File: src/design/liu_clock_and_diag_params.svh
`ifndef LIU_CLOCK_AND_DIAG_PARAMS_SVH
`define LIU_CLOCK_AND_DIAG_PARAMS_SVH
// register indices; byte address is four times the index
`define IDX_MASTER_CLOCK      8'h06
`define IDX_GLOBAL_MGMT       8'h07
`define IDX_ZERO_DETECT       8'h08
`define IDX_CODE_CHECK        8'h09
`define IDX_LINE_MODE         8'h0a
`define IDX_BERT_CHANNEL      8'h10
`define IDX_VIOLATION_INSERT  8'h11
`define IDX_LINE_VIOL_STATUS  8'h12
`define IDX_RECV_CLK_INVERT   8'h13
`define IDX_XMIT_CLK_INVERT   8'h14
`define IDX_CLOCK_CONTROL     8'h15
`define IDX_CLK_GATE_ON_LOS   8'h16
`define IDX_GLOBAL_IRQ_CTRL   8'h1e
`define REG_RESET             8'h00
// master clock register fields
`define MC_PLL_ENABLE         0
`define MC_FAMILY             1
`define MC_MULT_LO            2
`define MC_AUX_ENABLE         4
`define MC_LINE_RATE_EN       5
`define MC_PLL_KIND           6
// clock control fields
`define CC_AUX_SEL_LO         0
`define CC_LINE_RATE_SEL      4
`define CC_PLL_SRC_LO         5
// bert control fields
`define BT_ENABLE             0
`define BT_SEL_LO             5
// irq control fields
`define GI_WRITE_CLEARS       0
`define GI_IDLE_DRIVE         1
// line mode fields (own register)
`define LM_DUAL_RAIL          0
`define LM_HDB3               1
// violation capture window in line clock periods
`define VIOL_WINDOW_PERIODS   3
// loss-of-signal switch time to master clock
`define LOS_SWITCH_MS         10
`define CLK_SYS_HZ            40000000
`endif

File: src/design/liu_clock_and_diag_pkg.sv
package liu_clock_and_diag_pkg;
   typedef struct packed {
      logic [7:0] bipolar;
      logic [7:0] code;
      logic [7:0] zeros;
   } viol_events_t;
   typedef struct packed {
      logic       use_pll;
      logic       family_t1;
      logic [1:0] multiple;
      logic       pll_from_line;
      logic [2:0] pll_channel;
      logic       line_rate_e1;
      logic [3:0] aux_sel;
   } clock_cfg_t;
endpackage

File: src/design/liu_clock_and_diag_regs.sv
// Notes on behaviour
// - aux clock driven when enabled and pll on, else tristate
// - family bit picks T1 or E1 master base
// - pll off: master clock used directly
// - multiple field scales expected master clock
// - hitless bit plus low enable drops termination
// - bert select chooses one of eight channels
// - bert active on one channel when enabled, else on none
// - rising insert bit inserts one violation
// - violations latch status, read clears it
// - only first violation in three-period window
// - zeros need enable; code needs hdb3, not disabled
// - dual rail counts only bipolar violations
// - recv invert bit picks data alignment edge
// - sample edge pin forces falling edge
// - pll source field picks recovered clock 1..8
// - pll falls back to master clock on los
// - line rate select: 2.048 set, 1.544 clear
// - aux select field sets aux frequency code
// - los: gate low, or master clock within 10 ms
// - interrupt low when active, idle per bit
// - status clears on read, or write-one if enabled
// - pll kind bit: master or recovered clock
//
// Added by the designer: the Wishbone interface to the registers.
`timescale 1ns/1ps
`include "liu_clock_and_diag_params.svh"
module liu_clock_and_diag_regs #(
   parameter int CHANNELS     = 8,
   parameter int LOS_SWITCH_CYCLES = (`LOS_SWITCH_MS * (`CLK_SYS_HZ / 1000))
) (
   input  wire logic                          clk_sys,
   input  wire logic                          arst_n,
   input  wire logic                          wb_cyc_i,
   input  wire logic                          wb_stb_i,
   input  wire logic                          wb_we_i,
   input  wire logic [9:0]                    wb_adr_i,
   input  wire logic [3:0]                    wb_sel_i,
   input  wire logic [31:0]                   wb_dat_i,
   output logic      [31:0]                   wb_dat_o,
   output logic                               wb_ack_o,
   input  wire logic [CHANNELS-1:0]           line_clk_in,
   input  wire logic [CHANNELS-1:0]           los_in,
   input  wire liu_clock_and_diag_pkg::viol_events_t viol_in,
   input  wire logic                          output_enable_pin,
   input  wire logic                          sample_edge_pin,
   input  wire logic                          irq_active,
   input  wire logic [CHANNELS-1:0]           latched_irq_status,
   output logic [CHANNELS-1:0]                irq_status_clear,
   output logic                               irq_n_o,
   output logic                               irq_n_oe,
   output logic                               aux_clock_oe,
   output logic                               line_rate_clock_oe,
   output liu_clock_and_diag_pkg::clock_cfg_t clock_cfg,
   output logic [CHANNELS-1:0]                pll_ref_line,
   output logic                               pll_ref_master,
   output logic                               termination_off,
   output logic [CHANNELS-1:0]                bert_attach,
   output logic [CHANNELS-1:0]                violation_insert_pulse,
   output logic [CHANNELS-1:0]                recv_falling_edge,
   output logic [CHANNELS-1:0]                xmit_rising_edge,
   output logic [CHANNELS-1:0]                rclk_gate_low,
   output logic [CHANNELS-1:0]                rclk_use_master
);
   initial begin
      if (CHANNELS != 8) $error("channel count must be 8");
      if (LOS_SWITCH_CYCLES < 1) $error("los switch count must be positive");
   end

   logic [7:0] master_clock_reg;
   logic [7:0] global_mgmt_reg;
   logic [7:0] zero_detect_enable_reg;
   logic [7:0] code_check_disable_reg;
   logic [7:0] line_mode_reg;
   logic [7:0] bert_channel_control_reg;
   logic [7:0] violation_insert_reg;
   logic [7:0] line_violation_status_reg;
   logic [7:0] recv_clock_invert_reg;
   logic [7:0] xmit_clock_invert_reg;
   logic [7:0] clock_control_reg;
   logic [7:0] recv_clock_gate_on_los_reg;
   logic [7:0] global_irq_control_reg;
   logic [7:0] rd_data_next;
   logic [7:0] wr_byte;
   logic [7:0] index;
   logic       access;
   logic       wr_en;
   logic       rd_en;
   logic       valid_addr;

   // single-cycle answer: ack one cycle after the request appears
   assign access  = wb_cyc_i & wb_stb_i & ~wb_ack_o;
   assign wr_en   = access & wb_we_i & wb_sel_i[0];
   assign rd_en   = access & ~wb_we_i;
   assign index   = wb_adr_i[9:2];
   assign wr_byte = wb_dat_i[7:0];

   always_comb
   begin
      valid_addr = 1'b1;
      rd_data_next = 8'h00;
      if (index == `IDX_MASTER_CLOCK) rd_data_next = master_clock_reg;
      else if (index == `IDX_GLOBAL_MGMT) rd_data_next = global_mgmt_reg;
      else if (index == `IDX_ZERO_DETECT) rd_data_next = zero_detect_enable_reg;
      else if (index == `IDX_CODE_CHECK) rd_data_next = code_check_disable_reg;
      else if (index == `IDX_LINE_MODE) rd_data_next = line_mode_reg;
      else if (index == `IDX_BERT_CHANNEL) rd_data_next = bert_channel_control_reg;
      else if (index == `IDX_VIOLATION_INSERT) rd_data_next = violation_insert_reg;
      else if (index == `IDX_LINE_VIOL_STATUS) rd_data_next = line_violation_status_reg;
      else if (index == `IDX_RECV_CLK_INVERT) rd_data_next = recv_clock_invert_reg;
      else if (index == `IDX_XMIT_CLK_INVERT) rd_data_next = xmit_clock_invert_reg;
      else if (index == `IDX_CLOCK_CONTROL) rd_data_next = clock_control_reg;
      else if (index == `IDX_CLK_GATE_ON_LOS) rd_data_next = recv_clock_gate_on_los_reg;
      else if (index == `IDX_GLOBAL_IRQ_CTRL) rd_data_next = global_irq_control_reg;
      else valid_addr = 1'b0;
   end

   // bus answer; unmapped reads return zero, writes ignored
   always_ff @(posedge clk_sys or negedge arst_n)
   begin
      if (!arst_n)
      begin
         wb_ack_o <= 1'b0;
         wb_dat_o <= 32'h0000_0000;
      end
      else
      begin
         wb_ack_o <= access;
         if (rd_en)
            wb_dat_o <= {24'h00_0000, rd_data_next};
      end
   end

   // plain read/write registers
   always_ff @(posedge clk_sys or negedge arst_n)
   begin
      if (!arst_n)
      begin
         master_clock_reg           <= `REG_RESET;
         global_mgmt_reg            <= `REG_RESET;
         zero_detect_enable_reg     <= `REG_RESET;
         code_check_disable_reg     <= `REG_RESET;
         line_mode_reg              <= `REG_RESET;
         bert_channel_control_reg   <= `REG_RESET;
         violation_insert_reg       <= `REG_RESET;
         recv_clock_invert_reg      <= `REG_RESET;
         xmit_clock_invert_reg      <= `REG_RESET;
         clock_control_reg          <= `REG_RESET;
         recv_clock_gate_on_los_reg <= `REG_RESET;
         global_irq_control_reg     <= `REG_RESET;
      end
      else if (wr_en && valid_addr)
      begin
         if (index == `IDX_MASTER_CLOCK) master_clock_reg <= wr_byte & 8'h7f;
         else if (index == `IDX_GLOBAL_MGMT) global_mgmt_reg <= wr_byte & 8'h01;
         else if (index == `IDX_ZERO_DETECT) zero_detect_enable_reg <= wr_byte;
         else if (index == `IDX_CODE_CHECK) code_check_disable_reg <= wr_byte;
         else if (index == `IDX_LINE_MODE) line_mode_reg <= wr_byte & 8'h03;
         else if (index == `IDX_BERT_CHANNEL) bert_channel_control_reg <= wr_byte & 8'he1;
         else if (index == `IDX_VIOLATION_INSERT) violation_insert_reg <= wr_byte;
         else if (index == `IDX_RECV_CLK_INVERT) recv_clock_invert_reg <= wr_byte;
         else if (index == `IDX_XMIT_CLK_INVERT) xmit_clock_invert_reg <= wr_byte;
         else if (index == `IDX_CLOCK_CONTROL) clock_control_reg <= wr_byte;
         else if (index == `IDX_CLK_GATE_ON_LOS) recv_clock_gate_on_los_reg <= wr_byte;
         else if (index == `IDX_GLOBAL_IRQ_CTRL) global_irq_control_reg <= wr_byte & 8'h03;
      end
   end

   // clock configuration
   logic       pll_on;
   logic [2:0] pll_channel;
   logic       pll_kind_line;
   assign pll_on        = master_clock_reg[`MC_PLL_ENABLE];
   assign pll_kind_line = master_clock_reg[`MC_PLL_KIND];
   assign pll_channel   = clock_control_reg[`CC_PLL_SRC_LO +: 3];

   always_comb
   begin
      clock_cfg.use_pll       = pll_on;
      clock_cfg.family_t1     = master_clock_reg[`MC_FAMILY];
      clock_cfg.multiple      = master_clock_reg[`MC_MULT_LO +: 2];
      clock_cfg.pll_from_line = pll_kind_line;
      clock_cfg.pll_channel   = pll_channel;
      clock_cfg.line_rate_e1  = clock_control_reg[`CC_LINE_RATE_SEL];
      clock_cfg.aux_sel       = clock_control_reg[`CC_AUX_SEL_LO +: 4];
   end

   assign aux_clock_oe       = master_clock_reg[`MC_AUX_ENABLE] & pll_on;
   assign line_rate_clock_oe = master_clock_reg[`MC_LINE_RATE_EN] & pll_on;

   // synchronisers for pins and line signals
   logic [CHANNELS-1:0] los_meta;
   logic [CHANNELS-1:0] los_sync;
   logic [CHANNELS-1:0] lclk_meta;
   logic [CHANNELS-1:0] lclk_sync;
   logic [CHANNELS-1:0] lclk_prev;
   logic [2:0]          pin_meta;
   logic [2:0]          pin_sync;
   always_ff @(posedge clk_sys or negedge arst_n)
   begin
      if (!arst_n)
      begin
         los_meta  <= '0;
         los_sync  <= '0;
         lclk_meta <= '0;
         lclk_sync <= '0;
         lclk_prev <= '0;
         pin_meta  <= 3'h0;
         pin_sync  <= 3'h0;
      end
      else
      begin
         los_meta  <= los_in;
         los_sync  <= los_meta;
         lclk_meta <= line_clk_in;
         lclk_sync <= lclk_meta;
         lclk_prev <= lclk_sync;
         pin_meta  <= {irq_active, sample_edge_pin, output_enable_pin};
         pin_sync  <= pin_meta;
      end
   end

   // pll source with fallback to master clock on los
   always_comb
   begin
      pll_ref_line = '0;
      pll_ref_master = 1'b1;
      if (pll_kind_line && !los_sync[pll_channel])
      begin
         pll_ref_line[pll_channel] = 1'b1;
         pll_ref_master = 1'b0;
      end
   end

   assign termination_off = global_mgmt_reg[0] & ~pin_sync[0];

   // violation insert edge detect
   logic [CHANNELS-1:0] insert_prev;
   always_ff @(posedge clk_sys or negedge arst_n)
   begin
      if (!arst_n)
      begin
         insert_prev            <= '0;
         violation_insert_pulse <= '0;
      end
      else
      begin
         insert_prev            <= violation_insert_reg;
         violation_insert_pulse <= violation_insert_reg & ~insert_prev;
      end
   end

   // violation qualification, window and status latch
   logic [1:0]          win_cnt [CHANNELS];
   logic                status_read;
   logic                status_write;
   logic                write_clears;
   assign write_clears = global_irq_control_reg[`GI_WRITE_CLEARS];
   assign status_read  = rd_en && index == `IDX_LINE_VIOL_STATUS && !write_clears;
   assign status_write = wr_en && index == `IDX_LINE_VIOL_STATUS && write_clears;

   genvar ch;
   generate
      for (ch = 0; ch < CHANNELS; ch++)
      begin : g_chan
         logic dual_rail;
         logic hdb3;
         logic ev;
         logic take;
         logic clr;
         logic lclk_rise;
         assign dual_rail = line_mode_reg[`LM_DUAL_RAIL];
         assign hdb3      = line_mode_reg[`LM_HDB3];
         assign lclk_rise = lclk_sync[ch] & ~lclk_prev[ch];
         assign ev = viol_in.bipolar[ch]
                   | (!dual_rail && hdb3 && !code_check_disable_reg[ch]
                      && viol_in.code[ch])
                   | (!dual_rail && zero_detect_enable_reg[ch]
                      && viol_in.zeros[ch]);
         assign take = ev && win_cnt[ch] == 2'h0;
         assign clr  = status_read | (status_write & wb_dat_i[ch]);

         always_ff @(posedge clk_sys or negedge arst_n)
         begin
            if (!arst_n)
               win_cnt[ch] <= 2'h0;
            else if (take)
               win_cnt[ch] <= 2'(`VIOL_WINDOW_PERIODS);
            else if (win_cnt[ch] != 2'h0 && lclk_rise)
               win_cnt[ch] <= win_cnt[ch] - 2'h1;
         end

         // a new violation wins over a clear in the same cycle
         always_ff @(posedge clk_sys or negedge arst_n)
         begin
            if (!arst_n)
               line_violation_status_reg[ch] <= 1'b0;
            else if (take)
               line_violation_status_reg[ch] <= 1'b1;
            else if (clr)
               line_violation_status_reg[ch] <= 1'b0;
         end

         assign bert_attach[ch] = bert_channel_control_reg[`BT_ENABLE]
            && bert_channel_control_reg[`BT_SEL_LO +: 3] == 3'(ch);
         assign recv_falling_edge[ch] = recv_clock_invert_reg[ch] | pin_sync[1];
         assign xmit_rising_edge[ch]  = xmit_clock_invert_reg[ch];
         assign rclk_gate_low[ch] = los_sync[ch] & recv_clock_gate_on_los_reg[ch];
      end
   endgenerate

   // los switch-over timer per channel
   logic [31:0] los_cnt [CHANNELS];
   generate
      for (ch = 0; ch < CHANNELS; ch++)
      begin : g_los
         always_ff @(posedge clk_sys or negedge arst_n)
         begin
            if (!arst_n)
            begin
               los_cnt[ch]         <= 32'h0000_0000;
               rclk_use_master[ch] <= 1'b0;
            end
            else if (!los_sync[ch] || recv_clock_gate_on_los_reg[ch])
            begin
               los_cnt[ch]         <= 32'h0000_0000;
               rclk_use_master[ch] <= 1'b0;
            end
            else if (los_cnt[ch] >= 32'(LOS_SWITCH_CYCLES - 1))
               rclk_use_master[ch] <= 1'b1;
            else
               los_cnt[ch] <= los_cnt[ch] + 32'h0000_0001;
         end
      end
   endgenerate

   // interrupt pin: low when active, idle per drive bit
   assign irq_n_o  = ~pin_sync[2];
   assign irq_n_oe = pin_sync[2] | global_irq_control_reg[`GI_IDLE_DRIVE];

   // clear strobes for latched status held in other groups
   assign irq_status_clear = write_clears
      ? ({CHANNELS{wr_en}} & wb_dat_i[CHANNELS-1:0] & latched_irq_status)
      : {CHANNELS{rd_en}};

endmodule // liu_clock_and_diag_regs

File: config.mk
export PLATFORM = sky130hd
export DESIGN_NAME = liu_clock_and_diag_regs
export DESIGN_NICKNAME = d
export VERILOG_FILES = /design/src/design/liu_clock_and_diag_pkg.sv /design/src/design/liu_clock_and_diag_regs.sv
export VERILOG_INCLUDE_DIRS = /design/src /design/src/design
export SDC_FILE = /design/constraint.sdc
export NUM_CORES = 1
export LEC_CHECK = 0
export ABC_CLOCK_PERIOD_IN_PS = 3060
export BUFFER_PORTS_ARGS = -buffer_cell sky130_fd_sc_hd__buf_2
export CORE_MARGIN = 3
export CORE_UTILIZATION = 44
export CTS_CLUSTER_SIZE = 16
export DETAILED_ROUTE_END_ITERATION = 10
export HOLD_SLACK_MARGIN = 0.03
export PLACE_DENSITY = 0.66
export SLEW_MARGIN = 20
export SYNTH_ARGS = -nofsm -noshare
export SYNTH_HDL_FRONTEND = slang
export SYNTH_SLANG_ARGS = --single-unit
File: constraint.sdc
create_clock -name clk_sys -period 3.06 [get_ports clk_sys]
set_input_delay 0.153 -clock clk_sys [delete_from_list [all_inputs] [get_ports clk_sys]]
set_output_delay 0.153 -clock clk_sys [all_outputs]
set_load 0.1 [all_outputs]
==> flow_summary.toml <==
[clocking]
clkSinkCount = 431
clk_pin_slew_ps = 60
cts_buffer_depth = 3
cts_setup_buffers = 0
numCtsBuffers = 47
cts_htree_levels = 2
cts_tree = "built"
insertion_delay_ps = 580
cts-root-buf = "clkbuf_16"

[sta]
fin_skew_ps = 25.1
setup_ws_ps = 159
fin_crit_ps = 2900
finalSetupTns_ps = 0
max_freq_ghz = 0.345
post-route-period-util = 0.948
maxSlewViolCount = 0
relSlewSlack = 0.314
tightest_slew_ps = 1020
hold_viol_final = 0
rsz0062_at_grt = "no"
whs_ps = 70.8
finalSetupViolCount = 0

[setup_path]
cp_data_required_time_ps = 2910
cpMaxStageDelayCell = "dfrtp_1"
path_max_fanout = 9
slowest_delay_ps = 490
crit_buf_inv = 1
crit_family = "simple AND/OR/NAND/NOR gates"
critPathArrivalTime_ps = 2750
crit_chain = "nand3b_1, o21ai_0, o21ai_0, nand2_1, or2_2, nor2_1, buf_2"
cp-start-kind = "register"
critPathMostFrequentCell = "o21ai_0"
worstSetupPathType = "reg -> out"
cp-end-kind = "output pin"

[min_path]
hold_path_class = "in -> reg"

[routing]
wl_mm = 46.8
firstDrtPassIters = 5
drt_iter0_drc = 818
drc = 0
via_count = 14425
viasPerCell = 5.40
avgRoutedWirePerCell_um = 17.5
detail-route-antenna-nets = 0

[yosys]
synthCells = 1850
syn_avg_cell_area_um2 = 10.6
yosys-top-cells-count = "dfrtp_1 (431), nor2_1 (171), and2_1 (133)"
yosysTopAreaCellShare = 0.549
netlist-cell-type-count = 80
synth-seq-area-share = 0.549
synthArstFlopShare = 1.00
ys_ff_latch = 431
yosys.area.top_type = "dfrtp_1"
synth-edff-count = 0
syn-cell-area_mm2 = 0.0197
yosysMostFrequentCell = "dfrtp_1"
synth_flop_cell = "dfrtp_1"
ys_warn_count = 0
synth_area_leaders = "dfrtp_1 (55%), and2_1 (4.2%), nor2_1 (3.3%)"

[power_and_ir_drop]
ir_drop_mv = 0.413
leakage_uw = 0.0108
cellPowerDensity_mw_per_mm2 = 558

[grt]
grt_max_degree = 89
grt_pass1_wl_mm = 76.6
grt_pass1_vias = 14457
antenna_found_initial = 3
grt_usage = 0.200
grt_overflow = 0

[layout]
largest_reg_flops = 256
drive_above_1_share = 0.183
regMostFlops = "los_cnt"
utilization = 0.528
final_cells = 2669
ff_latch_area_mm2 = 0.0108
biggestRegsByFlops = "los_cnt (256), win_cnt (16)"
syn2layout_area_growth_pct = 17.2
layout.nets = 2164
multi_input_area_mm2 = 0.00826
n_fill_cell = 3816

[floorplan]
core-area_mm2 = 0.0436
num_rows = 76
start_util = 0.450
die_h_um = 217
pin_count = 218
die_area_mm2 = 0.0473
die_x_um = 217

[placed_design]
dpl.cell_count = 2543
io_buffers = 164
place_ws_ps = 542
place_congestion = 0.892
post-dp-hpwl_mm = 32.9

[run_status]
status = "completed"

[flow_run]
maxCapViolCount = 0
-- kinds of logic after synthesis --
kind of cell,Yosys count,share of synthesized area
simple gates,791,0.218
fa+ha+maj,16,0.0102
compound gates,274,0.0937
other cells,1,0.000191
mux,86,0.0499
flops,431,0.549
buf+inv,156,0.0369
xor+xnor,95,0.0423
-- routing by layer --
| layer | part of all wire | GRT usage |
|---|---|---|
| met1 | 0.45 | 0.272 |
| met2 | 0.48 | 0.329 |
| met3 | 0.049 | 0.0345 |
| met4 | 0.026 | 0.0637 |
| met5 | 0.00043 | 0 |
-- metrics by stage --
step                      total power (µW)  instance area (µm²)
after floorplan                       6910                19800
after global placement                7230                21100
after detailed placement              7270                21100
after CTS                            13000                23000
after global routing                 13400                23000
final                                12900                23000
-- timing repair --
| action | 4_1_cts | 5_1_grt |
|---|---|---|
| endpoints found under the setup margin | 0 | 1 |
| resized for setup | 0 | 1 |
| hold buffers | 39 | 0 |
| endpoints found under the hold margin | 152 | 0 |
-- worst reg2reg max path, delay by kind of cell (launching register included) --
kind | cells | cell delay [ps]
compound gates | 3 | 690
fa+ha+maj | 1 | 250
flops | 1 | 400
buf+inv | 1 | 220
simple gates | 2 | 790
-- final cells by class --
class                           count  area share
Antenna cell                        2    0.000217
Clock buffer                       68      0.0593
Clock inverter                     17     0.00787
Inverter                           44     0.00717
Multi-Input combinational cell   1286       0.359
Sequential cell                   431       0.468
Tap cell                          585      0.0318
Timing Repair Buffer              236      0.0671
-- cells in the final DEF (no fill, tap or decap), types with 13 or more instances in the layout --
master         netlist  layout
a21oi_1             70      70
and2_1             133     133
and3_1              23      23
and4_1              19      19
buf_2               13     162
buf_4               29      27
clkbuf_16            0      48
conb_1               1      24
dfrtp_1            431     431
dlygate4sd3_1        0      39
ha_1                16      16
inv_1               44      44
mux2_2              54      54
mux2i_1             14      14
nand2_1            116     116
nand2b_1            31      31
nand3_1             71      71
nand3b_1            15      15
nand4_1             44      44
nor2_1             171     169
nor2b_1             22      22
nor3_1              34      32
nor4_1              32      32
o211ai_1            22      22
o21ai_0             56      56
o21ai_1             13      13
o31ai_1             20      20
or3_1               27      27
or4_1               23      23
xnor2_1             22      22
xor2_1              73      73
-- path summary, 6_finish.rpt --
check,startpoint,endpoint,slack [ps],depth (start not counted)
hold / removal,viol_in[1],win_cnt[12],70,5
hold reg to reg,los_meta[6],los_sync[6],330,0
max in group asynchronous,arst_n,los_cnt[91],1920,4
setup / recovery,clock_control_reg[5],pll_ref_line[3],160,7
min in group asynchronous,arst_n,lclk_sync[2],150,2
setup reg to reg,los_cnt[64],los_cnt[75],610,7
-- power breakdown --
| group | leakage (µW) | internal, µW | total [µW] | switching, µW |
|---|---|---|---|---|
| clock network | 0.000766 | 3350 | 5650 | 2300 |
| registers | 0.00580 | 5900 | 6020 | 119 |
| logic | 0.00422 | 367 | 1190 | 827 |
| total | 0.0108 | 9620 | 12900 | 3240 |
Power figures use the tool's default switching activity.
